==> config.mk <==
export PLATFORM = sky130hd
export DESIGN_NAME = timer2_core
export DESIGN_NICKNAME = d
export VERILOG_FILES = /design/src/timer2_pin_sync.v /design/src/timer2_prescaler.v /design/src/timer2_core.v
export VERILOG_INCLUDE_DIRS = /design/src
export SDC_FILE = /design/constraint.sdc
export NUM_CORES = 1
export LEC_CHECK = 0
export BUFFER_PORTS_ARGS = -buffer_cell sky130_fd_sc_hd__buf_2
export CAP_MARGIN = 10
export CORE_MARGIN = 2
export CORE_UTILIZATION = 35
export CTS_CLUSTER_DIAMETER = 150
export DETAILED_ROUTE_END_ITERATION = 6
export HOLD_SLACK_MARGIN = 0.12
export SLEW_MARGIN = 20
export SYNTH_ARGS = -nofsm -noshare
export SYNTH_HDL_FRONTEND = slang
export SYNTH_SLANG_ARGS = --single-unit
==> constraint.sdc <==
create_clock -name clk_i -period 2.8 [get_ports clk_i]
set_input_delay 0.14 -clock clk_i [delete_from_list [all_inputs] [get_ports clk_i]]
set_output_delay 0.14 -clock clk_i [all_outputs]
set_load 0.05 [all_outputs]
==> src/timer2_map.vh <==
// How it works
// Clock-out set, timer select clear drives pin
// Clock-out clear leaves pin as input
// Reload bytes capture count or hold reload
// Two byte registers form one 16-bit counter
// Mode chosen from baud, capture, clock-out bits
// Capture mode without trigger enable: plain counter
// Capture mode rollover sets overflow flag
// Trigger falling edge copies count to reload bytes
// Counting continues through a capture
// Capture also sets the external flag
// Both flags share one request line
// Auto-reload rollover sets flag and reloads
// Trigger edge also reloads and sets flag
// Baud rollover reloads, ticks serial shift clocks
// Baud mode trigger edge only sets external flag
// Transmit and receive selects act independently
// Clock-out mode gives 50% duty clock
// Run bit starts the output clock
// Clock-out overflow raises no flag
// Output rate from reload value and prescale
// Six-clock bit zero doubles the rate
// Software halts timer before count access
// Run clear halts and keeps the count
// Counter select picks pin edges or clocks
// Baud select forces auto-reload behaviour
// Only software clears the two flags
// Pins synchronised, falling edges by sampling
// Output toggles on every rollover reload; only clock-out mode toggles it, baud-mode reloads leave it unchanged
`ifndef TIMER2_MAP_VH
`define TIMER2_MAP_VH

// ----------------------------------------
// Register indices (byte address = 4 x index)
// ----------------------------------------
`define TM_IDX_CONTROL 8'hc8
`define TM_IDX_MODE 8'hc9
`define TM_IDX_RELOAD_LOW 8'hca
`define TM_IDX_RELOAD_HIGH 8'hcb
`define TM_IDX_COUNT_LOW 8'hcc
`define TM_IDX_COUNT_HIGH 8'hcd
`define TM_IDX_CONFIG 8'hce

// ----------------------------------------
// Control register fields
// ----------------------------------------
`define TM_BIT_OVERFLOW 7
`define TM_BIT_EXTERNAL 6
`define TM_BIT_RX_BAUD 5
`define TM_BIT_TX_BAUD 4
`define TM_BIT_EXT_ENABLE 3
`define TM_BIT_RUN 2
`define TM_BIT_COUNTER_SEL 1
`define TM_BIT_CAPTURE_SEL 0

// ----------------------------------------
// Mode and config fields
// ----------------------------------------
`define TM_BIT_CLOCK_OUT_EN 1
`define TM_MODE_MASK 8'h02
`define TM_BIT_SIX_CLOCK 6

// ----------------------------------------
// Reset values
// ----------------------------------------
`define TM_RST_BYTE 8'h00
`define TM_RST_CONFIG 8'hff

// ----------------------------------------
// Prescale counts in oscillator clocks
// ----------------------------------------
`define TM_SLOW_DIV_12T 4'hc
`define TM_SLOW_DIV_6T 4'h6
`define TM_FAST_DIV_12T 4'h2
`define TM_FAST_DIV_6T 4'h1

`endif

==> src/timer2_pin_sync.v <==
`timescale 1ns/1ps
module timer2_pin_sync #(
  parameter WIDTH = 2
) (
  // Clock and reset
  input wire clk_i,
  input wire rst_i,
  // Raw pins and results
  input wire [WIDTH-1:0] pin_i,
  output wire [WIDTH-1:0] level_o,
  output wire [WIDTH-1:0] fall_o
);

  genvar g;

  // ----------------------------------------
  // Two-stage synchroniser plus history stage
  // ----------------------------------------
  generate
    for (g = 0; g < WIDTH; g = g + 1) begin : g_pin
      reg meta;
      reg stable;
      reg prior;
      // Meta stage feeds only the stable stage
      always @(posedge clk_i) begin
        if (rst_i) begin
          meta <= 1'b1;
          stable <= 1'b1;
          prior <= 1'b1;
        end else begin
          meta <= pin_i[g];
          stable <= meta;
          prior <= stable;
        end
      end
      assign level_o[g] = stable;
      assign fall_o[g] = prior & ~stable;
    end
  endgenerate

endmodule

==> src/timer2_prescaler.v <==
`timescale 1ns/1ps
`include "timer2_map.vh"
module timer2_prescaler (
  // Clock and reset
  input wire clk_i,
  input wire rst_i,
  // Clock scheme select, 0 means six-clock
  input wire six_clock_mode_i,
  // Count enables
  output wire fast_tick_o,
  output wire slow_tick_o
);

  reg [3:0] slow_count;
  reg [3:0] fast_count;
  wire [3:0] slow_last;
  wire [3:0] fast_last;

  // Period select by clock scheme
  assign slow_last = six_clock_mode_i ? `TM_SLOW_DIV_12T - 4'h1 :
                     `TM_SLOW_DIV_6T - 4'h1;
  assign fast_last = six_clock_mode_i ? `TM_FAST_DIV_12T - 4'h1 :
                     `TM_FAST_DIV_6T - 4'h1;

  // ----------------------------------------
  // Free-running dividers
  // ----------------------------------------
  always @(posedge clk_i) begin
    if (rst_i) begin
      slow_count <= 4'h0;
      fast_count <= 4'h0;
    end else begin
      slow_count <= (slow_count >= slow_last) ? 4'h0 : slow_count + 4'h1;
      fast_count <= (fast_count >= fast_last) ? 4'h0 : fast_count + 4'h1;
    end
  end

  assign slow_tick_o = (slow_count >= slow_last);
  assign fast_tick_o = (fast_count >= fast_last);

endmodule

==> src/timer2_core.v <==
`timescale 1ns/1ps
`include "timer2_map.vh"
module timer2_core (
  // Clock and reset
  input wire clk_i,
  input wire rst_i,
  // Avalon-MM slave
  input wire [9:0] address_i,
  input wire read_i,
  input wire write_i,
  input wire [31:0] writedata_i,
  input wire [3:0] byteenable_i,
  output reg [31:0] readdata_o,
  output wire waitrequest_o,
  // Count clock pin, three-signal form
  input wire count_clock_pin_i,
  output reg count_clock_pin_o,
  output reg count_clock_pin_oe_o,
  // External trigger pin
  input wire external_trigger_pin_i,
  // Serial port shift clocks and selects
  output reg transmit_baud_tick_o,
  output reg receive_baud_tick_o,
  output wire transmit_baud_select_o,
  output wire receive_baud_select_o,
  // Shared request line
  output wire timer_request_o
);

  // ----------------------------------------
  // Operating modes
  // ----------------------------------------
  localparam MODE_CAPTURE = 2'b00;
  localparam MODE_RELOAD = 2'b01;
  localparam MODE_BAUD = 2'b10;
  localparam MODE_CLOCK_OUT = 2'b11;

  // Register index hit on a word-aligned byte address
  function reg_hit;
    input [9:0] addr;
    input [7:0] index;
    begin
      reg_hit = (addr[9:2] == index);
    end
  endfunction

  // ----------------------------------------
  // State
  // ----------------------------------------
  reg [7:0] control_register;
  reg [7:0] mode_register;
  reg [7:0] config_byte_three;
  reg [7:0] reload_capture_low;
  reg [7:0] reload_capture_high;
  reg [7:0] count_low;
  reg [7:0] count_high;
  reg clock_out_level;
  reg bus_ack;

  reg [7:0] next_control;
  reg [7:0] next_count_low;
  reg [7:0] next_count_high;
  reg [7:0] next_reload_low;
  reg [7:0] next_reload_high;
  reg next_clock_out_level;
  reg [7:0] read_value;
  reg [1:0] mode;
  reg count_tick;

  wire [1:0] pin_fall;
  wire fast_tick;
  wire slow_tick;
  wire count_pin_fall;
  wire trigger_fall;
  wire [15:0] count_value;
  wire [15:0] reload_value;
  wire rollover;
  wire trigger_event;
  wire wr_strobe;
  wire [7:0] wr_byte;

  // Named control bits
  wire overflow_flag = control_register[`TM_BIT_OVERFLOW];
  wire external_flag = control_register[`TM_BIT_EXTERNAL];
  wire receive_baud_select = control_register[`TM_BIT_RX_BAUD];
  wire transmit_baud_select = control_register[`TM_BIT_TX_BAUD];
  wire external_trigger_enable = control_register[`TM_BIT_EXT_ENABLE];
  wire run_control = control_register[`TM_BIT_RUN];
  wire counter_timer_select = control_register[`TM_BIT_COUNTER_SEL];
  wire capture_reload_select = control_register[`TM_BIT_CAPTURE_SEL];
  wire clock_out_enable = mode_register[`TM_BIT_CLOCK_OUT_EN];
  wire six_clock_mode = config_byte_three[`TM_BIT_SIX_CLOCK];

  // ----------------------------------------
  // Pin synchronisers and prescaler
  // ----------------------------------------
  timer2_pin_sync #(
    .WIDTH(2)
  ) u_pin_sync (
    .clk_i(clk_i),
    .rst_i(rst_i),
    .pin_i({external_trigger_pin_i, count_clock_pin_i}),
    .level_o(),
    .fall_o(pin_fall)
  );

  assign count_pin_fall = pin_fall[0];
  assign trigger_fall = pin_fall[1];

  timer2_prescaler u_prescaler (
    .clk_i(clk_i),
    .rst_i(rst_i),
    .six_clock_mode_i(six_clock_mode),
    .fast_tick_o(fast_tick),
    .slow_tick_o(slow_tick)
  );

  // ----------------------------------------
  // Mode decode
  // ----------------------------------------
  // Baud selects override capture select and clock-out
  always @* begin
    if (receive_baud_select | transmit_baud_select) begin
      mode = MODE_BAUD;
    end else if (capture_reload_select) begin
      mode = MODE_CAPTURE;
    end else if (clock_out_enable) begin
      mode = MODE_CLOCK_OUT;
    end else begin
      mode = MODE_RELOAD;
    end
  end

  // Count source: pin edges or internal prescaled clocks
  always @* begin
    if (!run_control) begin
      count_tick = 1'b0;
    end else if (counter_timer_select) begin
      count_tick = count_pin_fall;
    end else begin
      case (mode)
        MODE_BAUD: count_tick = fast_tick;
        MODE_CLOCK_OUT: count_tick = fast_tick;
        MODE_CAPTURE: count_tick = slow_tick;
        MODE_RELOAD: count_tick = slow_tick;
        default: count_tick = slow_tick;
      endcase
    end
  end

  assign count_value = {count_high, count_low};
  assign reload_value = {reload_capture_high, reload_capture_low};
  assign rollover = count_tick & (count_value == 16'hffff);
  assign trigger_event = trigger_fall & external_trigger_enable;

  // ----------------------------------------
  // Bus write strobe
  // ----------------------------------------
  // Write lands at the edge where waitrequest is low
  assign wr_strobe = write_i & bus_ack & byteenable_i[0];
  assign wr_byte = writedata_i[7:0];

  // ----------------------------------------
  // Counter, reload registers and flags
  // ----------------------------------------
  always @* begin
    next_control = control_register;
    next_count_low = count_low;
    next_count_high = count_high;
    next_reload_low = reload_capture_low;
    next_reload_high = reload_capture_high;
    next_clock_out_level = clock_out_level;
    // Software writes, flags included
    if (wr_strobe && reg_hit(address_i, `TM_IDX_CONTROL)) begin
      next_control = wr_byte;
    end
    if (wr_strobe && reg_hit(address_i, `TM_IDX_RELOAD_LOW)) begin
      next_reload_low = wr_byte;
    end
    if (wr_strobe && reg_hit(address_i, `TM_IDX_RELOAD_HIGH)) begin
      next_reload_high = wr_byte;
    end
    // Counting; capture never stalls it
    if (count_tick) begin
      {next_count_high, next_count_low} = count_value + 16'h0001;
    end
    case (mode)
      MODE_CAPTURE: begin
        if (rollover) begin
          next_control[`TM_BIT_OVERFLOW] = 1'b1;
        end
        // No trigger enable means plain counter
        if (trigger_event) begin
          next_reload_low = count_low;
          next_reload_high = count_high;
          next_control[`TM_BIT_EXTERNAL] = 1'b1;
        end
      end
      MODE_RELOAD: begin
        if (rollover || trigger_event) begin
          next_count_low = reload_capture_low;
          next_count_high = reload_capture_high;
        end
        if (rollover) begin
          next_control[`TM_BIT_OVERFLOW] = 1'b1;
        end
        if (trigger_event) begin
          next_control[`TM_BIT_EXTERNAL] = 1'b1;
        end
      end
      MODE_BAUD: begin
        // Rollover feeds the serial port, not the flag
        if (rollover) begin
          next_count_low = reload_capture_low;
          next_count_high = reload_capture_high;
        end
        if (trigger_event) begin
          next_control[`TM_BIT_EXTERNAL] = 1'b1;
        end
      end
      MODE_CLOCK_OUT: begin
        // Toggle per reload gives a 50% duty square wave
        if (rollover) begin
          next_count_low = reload_capture_low;
          next_count_high = reload_capture_high;
          next_clock_out_level = ~clock_out_level;
        end
        if (trigger_event) begin
          next_control[`TM_BIT_EXTERNAL] = 1'b1;
        end
      end
      default: begin
        next_control = control_register;
      end
    endcase
    // Byte writes to the counter override counting
    if (wr_strobe && reg_hit(address_i, `TM_IDX_COUNT_LOW)) begin
      next_count_low = wr_byte;
    end
    if (wr_strobe && reg_hit(address_i, `TM_IDX_COUNT_HIGH)) begin
      next_count_high = wr_byte;
    end
  end

  // Register update; hardware flag set beats software clear
  always @(posedge clk_i) begin
    if (rst_i) begin
      control_register <= `TM_RST_BYTE;
      reload_capture_low <= `TM_RST_BYTE;
      reload_capture_high <= `TM_RST_BYTE;
      count_low <= `TM_RST_BYTE;
      count_high <= `TM_RST_BYTE;
      clock_out_level <= 1'b0;
    end else begin
      control_register <= next_control;
      reload_capture_low <= next_reload_low;
      reload_capture_high <= next_reload_high;
      count_low <= next_count_low;
      count_high <= next_count_high;
      clock_out_level <= next_clock_out_level;
    end
  end

  // Mode and config registers
  always @(posedge clk_i) begin
    if (rst_i) begin
      mode_register <= `TM_RST_BYTE;
      config_byte_three <= `TM_RST_CONFIG;
    end else begin
      if (wr_strobe && reg_hit(address_i, `TM_IDX_MODE)) begin
        mode_register <= wr_byte & `TM_MODE_MASK;
      end
      if (wr_strobe && reg_hit(address_i, `TM_IDX_CONFIG)) begin
        config_byte_three <= wr_byte;
      end
    end
  end

  // ----------------------------------------
  // Count clock pin drive
  // ----------------------------------------
  always @(posedge clk_i) begin
    if (rst_i) begin
      count_clock_pin_o <= 1'b0;
      count_clock_pin_oe_o <= 1'b0;
    end else begin
      count_clock_pin_o <= clock_out_level;
      // Drive only with clock-out on and timer select clear
      count_clock_pin_oe_o <= clock_out_enable &
                              ~counter_timer_select;
    end
  end

  // ----------------------------------------
  // Serial shift clocks
  // ----------------------------------------
  // Each direction follows its own select
  always @(posedge clk_i) begin
    if (rst_i) begin
      transmit_baud_tick_o <= 1'b0;
      receive_baud_tick_o <= 1'b0;
    end else begin
      transmit_baud_tick_o <= rollover & (mode == MODE_BAUD) &
                              transmit_baud_select;
      receive_baud_tick_o <= rollover & (mode == MODE_BAUD) &
                             receive_baud_select;
    end
  end

  assign transmit_baud_select_o = transmit_baud_select;
  assign receive_baud_select_o = receive_baud_select;

  // Both flags share one request
  assign timer_request_o = overflow_flag | external_flag;

  // ----------------------------------------
  // Avalon read path and wait states
  // ----------------------------------------
  // Read mux; unmapped indices and reserved mode bits read zero
  always @* begin
    read_value = 8'h00;
    if (reg_hit(address_i, `TM_IDX_CONTROL)) begin
      read_value = control_register;
    end else if (reg_hit(address_i, `TM_IDX_MODE)) begin
      read_value = mode_register;
    end else if (reg_hit(address_i, `TM_IDX_RELOAD_LOW)) begin
      read_value = reload_capture_low;
    end else if (reg_hit(address_i, `TM_IDX_RELOAD_HIGH)) begin
      read_value = reload_capture_high;
    end else if (reg_hit(address_i, `TM_IDX_COUNT_LOW)) begin
      read_value = count_low;
    end else if (reg_hit(address_i, `TM_IDX_COUNT_HIGH)) begin
      read_value = count_high;
    end else if (reg_hit(address_i, `TM_IDX_CONFIG)) begin
      read_value = config_byte_three;
    end
  end

  // One wait state per access; data latched before release
  always @(posedge clk_i) begin
    if (rst_i) begin
      bus_ack <= 1'b0;
      readdata_o <= 32'h00000000;
    end else begin
      bus_ack <= (read_i | write_i) & ~bus_ack;
      if (read_i && !bus_ack) begin
        readdata_o <= {24'h000000, read_value};
      end
    end
  end

  assign waitrequest_o = (read_i | write_i) & ~bus_ack;

endmodule

# ---- After elaboration in Yosys (flattened, before gate mapping)
# Index checks and enable logic that the tools add are counted.
dict set report word_totals {
  register_bits 77
  in_bits 52
  output_inout_bits 40
  wordCells 113
}
dict set report op_classes {
  n_addsub 3
  order_cmp 2
  n_eq_ne 12
  mux 36
  bitwise_logic 19
  reduce_logical 17
}
# op n
set ops {}
lappend ops {{8-bit two-way mux} 22}
lappend ops {{8-bit == test, second input constant} 7}
lappend ops {{8-bit one-hot mux with 2 select lines} 2}
lappend ops {{16-bit by 1-bit adder with 16-bit output, second input constant} 1}
lappend ops {{16-bit == test, second input constant} 1}
lappend ops {{1-bit AND} 11}
lappend ops {{4-bit by 1-bit adder with 4-bit output, second input constant} 2}
lappend ops {{4-bit greater-or-equal comparator} 2}
lappend ops {{1-bit logical AND} 8}
lappend ops {{2-bit OR reduction} 4}
lappend ops {{1-bit two-way mux} 7}
lappend ops {{2-bit two-way mux} 3}
lappend ops {{1-bit NOT} 5}
lappend ops {{2-bit == test, second input constant} 2}
lappend ops {{4-bit two-way mux} 1}
lappend ops {{4-bit OR reduction} 1}
lappend ops {{3-bit by 1-bit inequality test with 1-bit output, second input constant} 1}
lappend ops {{1-bit OR} 3}
lappend ops {{2-bit by 1-bit == test with 1-bit output, second input constant} 1}
lappend ops {{2-bit zero test} 1}
lappend ops {{1-bit one-hot mux with 2 select lines} 1}
lappend ops {{2-bit AND reduction} 1}
lappend ops {{1-bit zero test} 1}
lappend ops {{1-bit logical OR} 1}

# ---- Depth between registers and ports, before layout
dict set report depth {
  word_depth 13
  ltp_mapped 9
  ltp_nobuf 8
}

# ---- Hierarchy
# A second synthesis with hierarchy kept.
dict set report unflattened {
  hier_cells 482
  hier_area_um2 4274.1
}
# mod n_inst cells_per_inst area_per_inst_um2
set modules_own_cells {}
lappend modules_own_cells {timer2_core 1 427 3717.3}
lappend modules_own_cells {timer2_prescaler 1 39 371.6}
lappend modules_own_cells {timer2_pin_sync 1 16 185.2}

# ---- Worst setup path after synthesis
# Ideal clock, no wire load.
dict set report synth_timing {
  path_kind {register -> register}
  from {register u_prescaler.fast_count[0]}
  to {register count_low[2]}
  setup_ps 103
  t_arrival_ps 2528
  t_required_ps 2697
  path_slack_ps 169
  stages_incl_launch_ff 10
  path_buffers 1
  period_less_slack_ps 2631
  cell_sequence {dfxtp_1 -> inv_1 -> ha_1 -> or4b_4 -> a2111o_1 -> and3_1 -> buf_6 -> nand2_1 -> mux2_1 -> a2111oi_2}
}
dict set report synth_between {
  elab_chain_len 9
}
# item line_no
set synth_lines {}
lappend synth_lines {{start: declaration} timer2_prescaler.v:15} ;# reg [3:0] fast_count;
lappend synth_lines {{start signal: assignment} timer2_prescaler.v:34} ;# fast_count <= (fast_count >= fast_last) ? 4'h0 : fast_count + 4'h1;
lappend synth_lines {{4-bit greater-or-equal comparator (*)} timer2_prescaler.v:39} ;# assign fast_tick_o = (fast_count >= fast_last);
lappend synth_lines {{1-bit one-hot mux with 2 select lines (*)} timer2_core.v:141} ;# case (mode)
lappend synth_lines {{1-bit two-way mux (*)} timer2_core.v:138} ;# end else if (counter_timer_select) begin
lappend synth_lines {{1-bit two-way mux (*)} timer2_core.v:136} ;# if (!run_control) begin
lappend synth_lines {{1-bit AND} timer2_core.v:153} ;# assign rollover = count_tick & (count_value == 16'hffff);
lappend synth_lines {{1-bit logical OR} timer2_core.v:200} ;# if (rollover || trigger_event) begin
lappend synth_lines {{8-bit two-way mux} timer2_core.v:200}
lappend synth_lines {{8-bit one-hot mux with 2 select lines (*)} timer2_core.v:187} ;# case (mode)
lappend synth_lines {{8-bit two-way mux (*)} timer2_core.v:237} ;# if (wr_strobe && reg_hit(address_i, `TM_IDX_COUNT_LOW)) begin
lappend synth_lines {{end signal: assignment} timer2_core.v:251} ;# count_low <= `TM_RST_BYTE;
lappend synth_lines {{end signal: assignment} timer2_core.v:258} ;# count_low <= next_count_low;
lappend synth_lines {{end: declaration} timer2_core.v:55} ;# reg [7:0] count_low;
# Every way passes the cells marked *; elsewhere a longest branch is shown, timed or not.
# A chain may end at the register's enable or synchronous reset.

# ---- Final worst setup path
# Same ends and word-level chain as after synthesis.

==> out/summary.txt <==
f_max - 0.380 GHz
post-route clock period utilization - 0.941
CTS tree - yes
drt total wl - 12.2 mm
commonest cells in the netlist - 77 x dfxtp_1, 46 x nor2_1, 45 x nand2_1
nature of the critical path endpoint - register
initial core utilization - 0.357
worst vdd ir - 0.271 mV
Worst Skew - 0.00774 ns
drt drc - 0
largest net degree at the start of global routing - 33
Worst setup SP type - register
PD cells - 507 nW/um^2
WP data arrival - 2.88 ns
H-tree depth - 3
# Max-Cap Violations - 0
most common cell in the netlist - dfxtp_1
CTS Sinks - 77
gate count of the mapped netlist - 503
DR WL/cell - 17.7 microns
Clk Tree Root Cell - clkbuf_16
top post-synthesis cells by area - dfxtp_1 36%, mux2i_1 5.8%, a211oi_1 4.4%
Crit Path Class - register to register
non-filler cells in the finished layout - 689
sequential share of the synthesized area - 0.359
gpl congestion - 0.935
Clock Latency Late Sink - 0.35 ns
CP Max Fanout - 3
Setup violations, final - 0
final hold vios - 0
Tightest Pin Transition - 0.606 ns
Most used DFF post-synth - dfxtp_1
Core Rows - 40
clock-pin slew on the worst setup and hold paths - 0.06 ns
synthesis-stage register bit count - 77
vias in the first global route - 3508
total grt overflow - 0
CORE AREA - 12000 sq um
Mean Syn Cell Area - 8.53 sq um
first-pass GRT wire length - 19.2 mm
relative slew slack - 0.595
initial antenna violation count - 0
Syn. warnings - 0
Netlist cell types - 63
Yosys top cell area share - 0.359
Setup Buffers After CTS - 0
CTS buffer count - 9
Cell Area, Synth - 4290 sq um
First-pass DRT Iterations - 5
Port Buffers - 38
Clock Tree Buf Depth - 2
setup TNS - 0 ns
Async SR Flop Fraction - 0
DR vias - 3776
Vias/cell - 5.48
ANT nets after route - 0
RSZ-0062 raised after global routing - no
Synth area leader - dfxtp_1
Post-synth EDFFs - 0
R2R setup slack - 0.16 ns
Area Overhead vs Synth - 13.1%
placed wire-length estimate - 8.76 mm
Pleak - 1.88 nW
die area - 13200 sq um
Top Ports - 92
n_diodes - 0
DP Cell Count - 668
Die Width - 115 microns
fill cell count - 1217
final period demand of the worst path - 2.64 ns
CP Data Required Time - 3.05 ns
die height - 115 microns
final layout net count - 596
Starting DRT DRC Count - 325
Hold WC Path Type - input port to register
ratio of cells with drive above 1 in the final layout - 0.159
Tot GR Track Use - 0.191
status - completed
Max Slew Vio Count - 0
critical path: stages, from the launching register on:
cell and delay [ns]:
dfxtp_1 0.37, inv_1 0.06, ha_1 0.29, or4b_4 0.51, a2111o_1 0.41, and3_1 0.17, nand2_1 0.07, mux2_1 0.32
a2111oi_2 0.34
layout make-up:
cell class                 count  area, sq um  area share
clock buffer                   9          225      0.0464
clock inverter                 7         57.6      0.0119
timing repair buffer          55          330      0.0681
tap                          147          184      0.0379
multi-input combinational    384         2480       0.510
inverter                      10         37.5     0.00774
sequential                    77         1540       0.318
final timing paths:
path                                end                       from  cells past startpoint
min                       count_high[4]             writedata_i[4]                      3
max reg2reg                count_low[2]  u_prescaler.fast_count[0]                      8
max                        count_low[2]  u_prescaler.fast_count[0]                      8
min reg2reg  u_pin_sync.g_pin[0].stable   u_pin_sync.g_pin[0].meta                      1
power breakdown:
part           total (mW)  switching, mW  internal (mW)
combinational       0.223          0.170         0.0535
sequential           1.12        0.00867           1.11
clock                1.12          0.511          0.611
total                2.46          0.690           1.77
state kept, by name (all words and copies together) (netlist names):
register / flops
transmit_baud_tick_o: 1
reload_capture_low: 8
clock_out_level: 1
mode_register: 1
u_pin_sync.g_pin.meta: 2
u_prescaler.fast_count: 4
u_pin_sync.g_pin.stable: 2
count_high: 8
bus_ack: 1
u_prescaler.slow_count: 4
u_pin_sync.g_pin.prior: 2
reload_capture_high: 8
count_clock_pin_o: 1
control_register: 8
receive_baud_tick_o: 1
config_byte_three: 8
count_low: 8
readdata_o: 8
count_clock_pin_oe_o: 1
timing repair:
action                                 in CTS  in global routing
endpoints found under the hold margin       4                  0
gates resized for setup                     0                  0
hold buffers                                5                  0
metrics by stage:
| step | util | hold WS [ns] | setup WS, ns | instance area [sq um] | power (mW) |
|---|---|---|---|---|---|
| finish | 0.404 | 0.138 | 0.165 | 4850 | 2.46 |
| detailed placement | 0.376 | 0.331 | 0.176 | 4520 | 1.36 |
| CTS | 0.404 | 0.130 | 0.145 | 4850 | 2.48 |
| global route | 0.404 | 0.152 | 0.00289 | 4850 | 2.54 |
| global placement | 0.376 | 0.336 | 0.202 | 4520 | 1.35 |
| floorplan | - | 0.244 | 0.169 | 4380 | 1.33 |
cells in the final DEF (no fill, tap or decap), types with 3 or more instances in the layout:
| master | count |
|---|---|
| o21ai_0 | 20 |
| inv_6 | 3 |
| inv_1 | 10 |
| nand2b_1 | 11 |
| dlygate4sd3_1 | 5 |
| nor4_1 | 3 |
| dfxtp_1 | 77 |
| ha_1 | 7 |
| nand4_1 | 4 |
| and4_1 | 3 |
| nand2_1 | 45 |
| a211o_1 | 9 |
| xor2_1 | 4 |
| xnor2_1 | 10 |
| buf_4 | 12 |
| o211ai_1 | 3 |
| or2_2 | 9 |
| a32oi_1 | 12 |
| nor3b_1 | 3 |
| and3_1 | 8 |
| clkinvlp_4 | 3 |
| a21oi_1 | 13 |
| a211oi_1 | 25 |
| clkbuf_16 | 9 |
| buf_2 | 38 |
| nor2b_1 | 10 |
| mux2i_1 | 25 |
| o21ai_1 | 11 |
| nor2_1 | 46 |
| a221o_1 | 6 |
| nor3_1 | 8 |
| nand3_1 | 15 |
| o2111ai_1 | 3 |
| conb_1 | 25 |
| a31oi_1 | 3 |
| nand3b_1 | 7 |
| or3_1 | 3 |
per-layer routing:
metal  GRT usage  wire [microns]  vias up
met5           0               0        -
met4      0.0835             373        0
met3      0.0439             878       22
met2       0.293            5420      139
met1       0.256            5520     1759
li1            -               -     1856
cell families (layout without fill, tap and decap cells):
logic type	after synthesis	in the layout	share of synthesized area
multiplexers	26	26	0.0610
AND/OR/NAND/NOR	192	192	0.237
flip-flops	77	77	0.359
AO/OA/AOI/OAI	120	120	0.208
other	1	25	0.000874
XOR/XNOR	14	14	0.0286
buffers and inverters	66	81	0.0846
adder cells (fa/ha/maj)	7	7	0.0204
No activity file was read; power rests on OpenSTA's default activity.
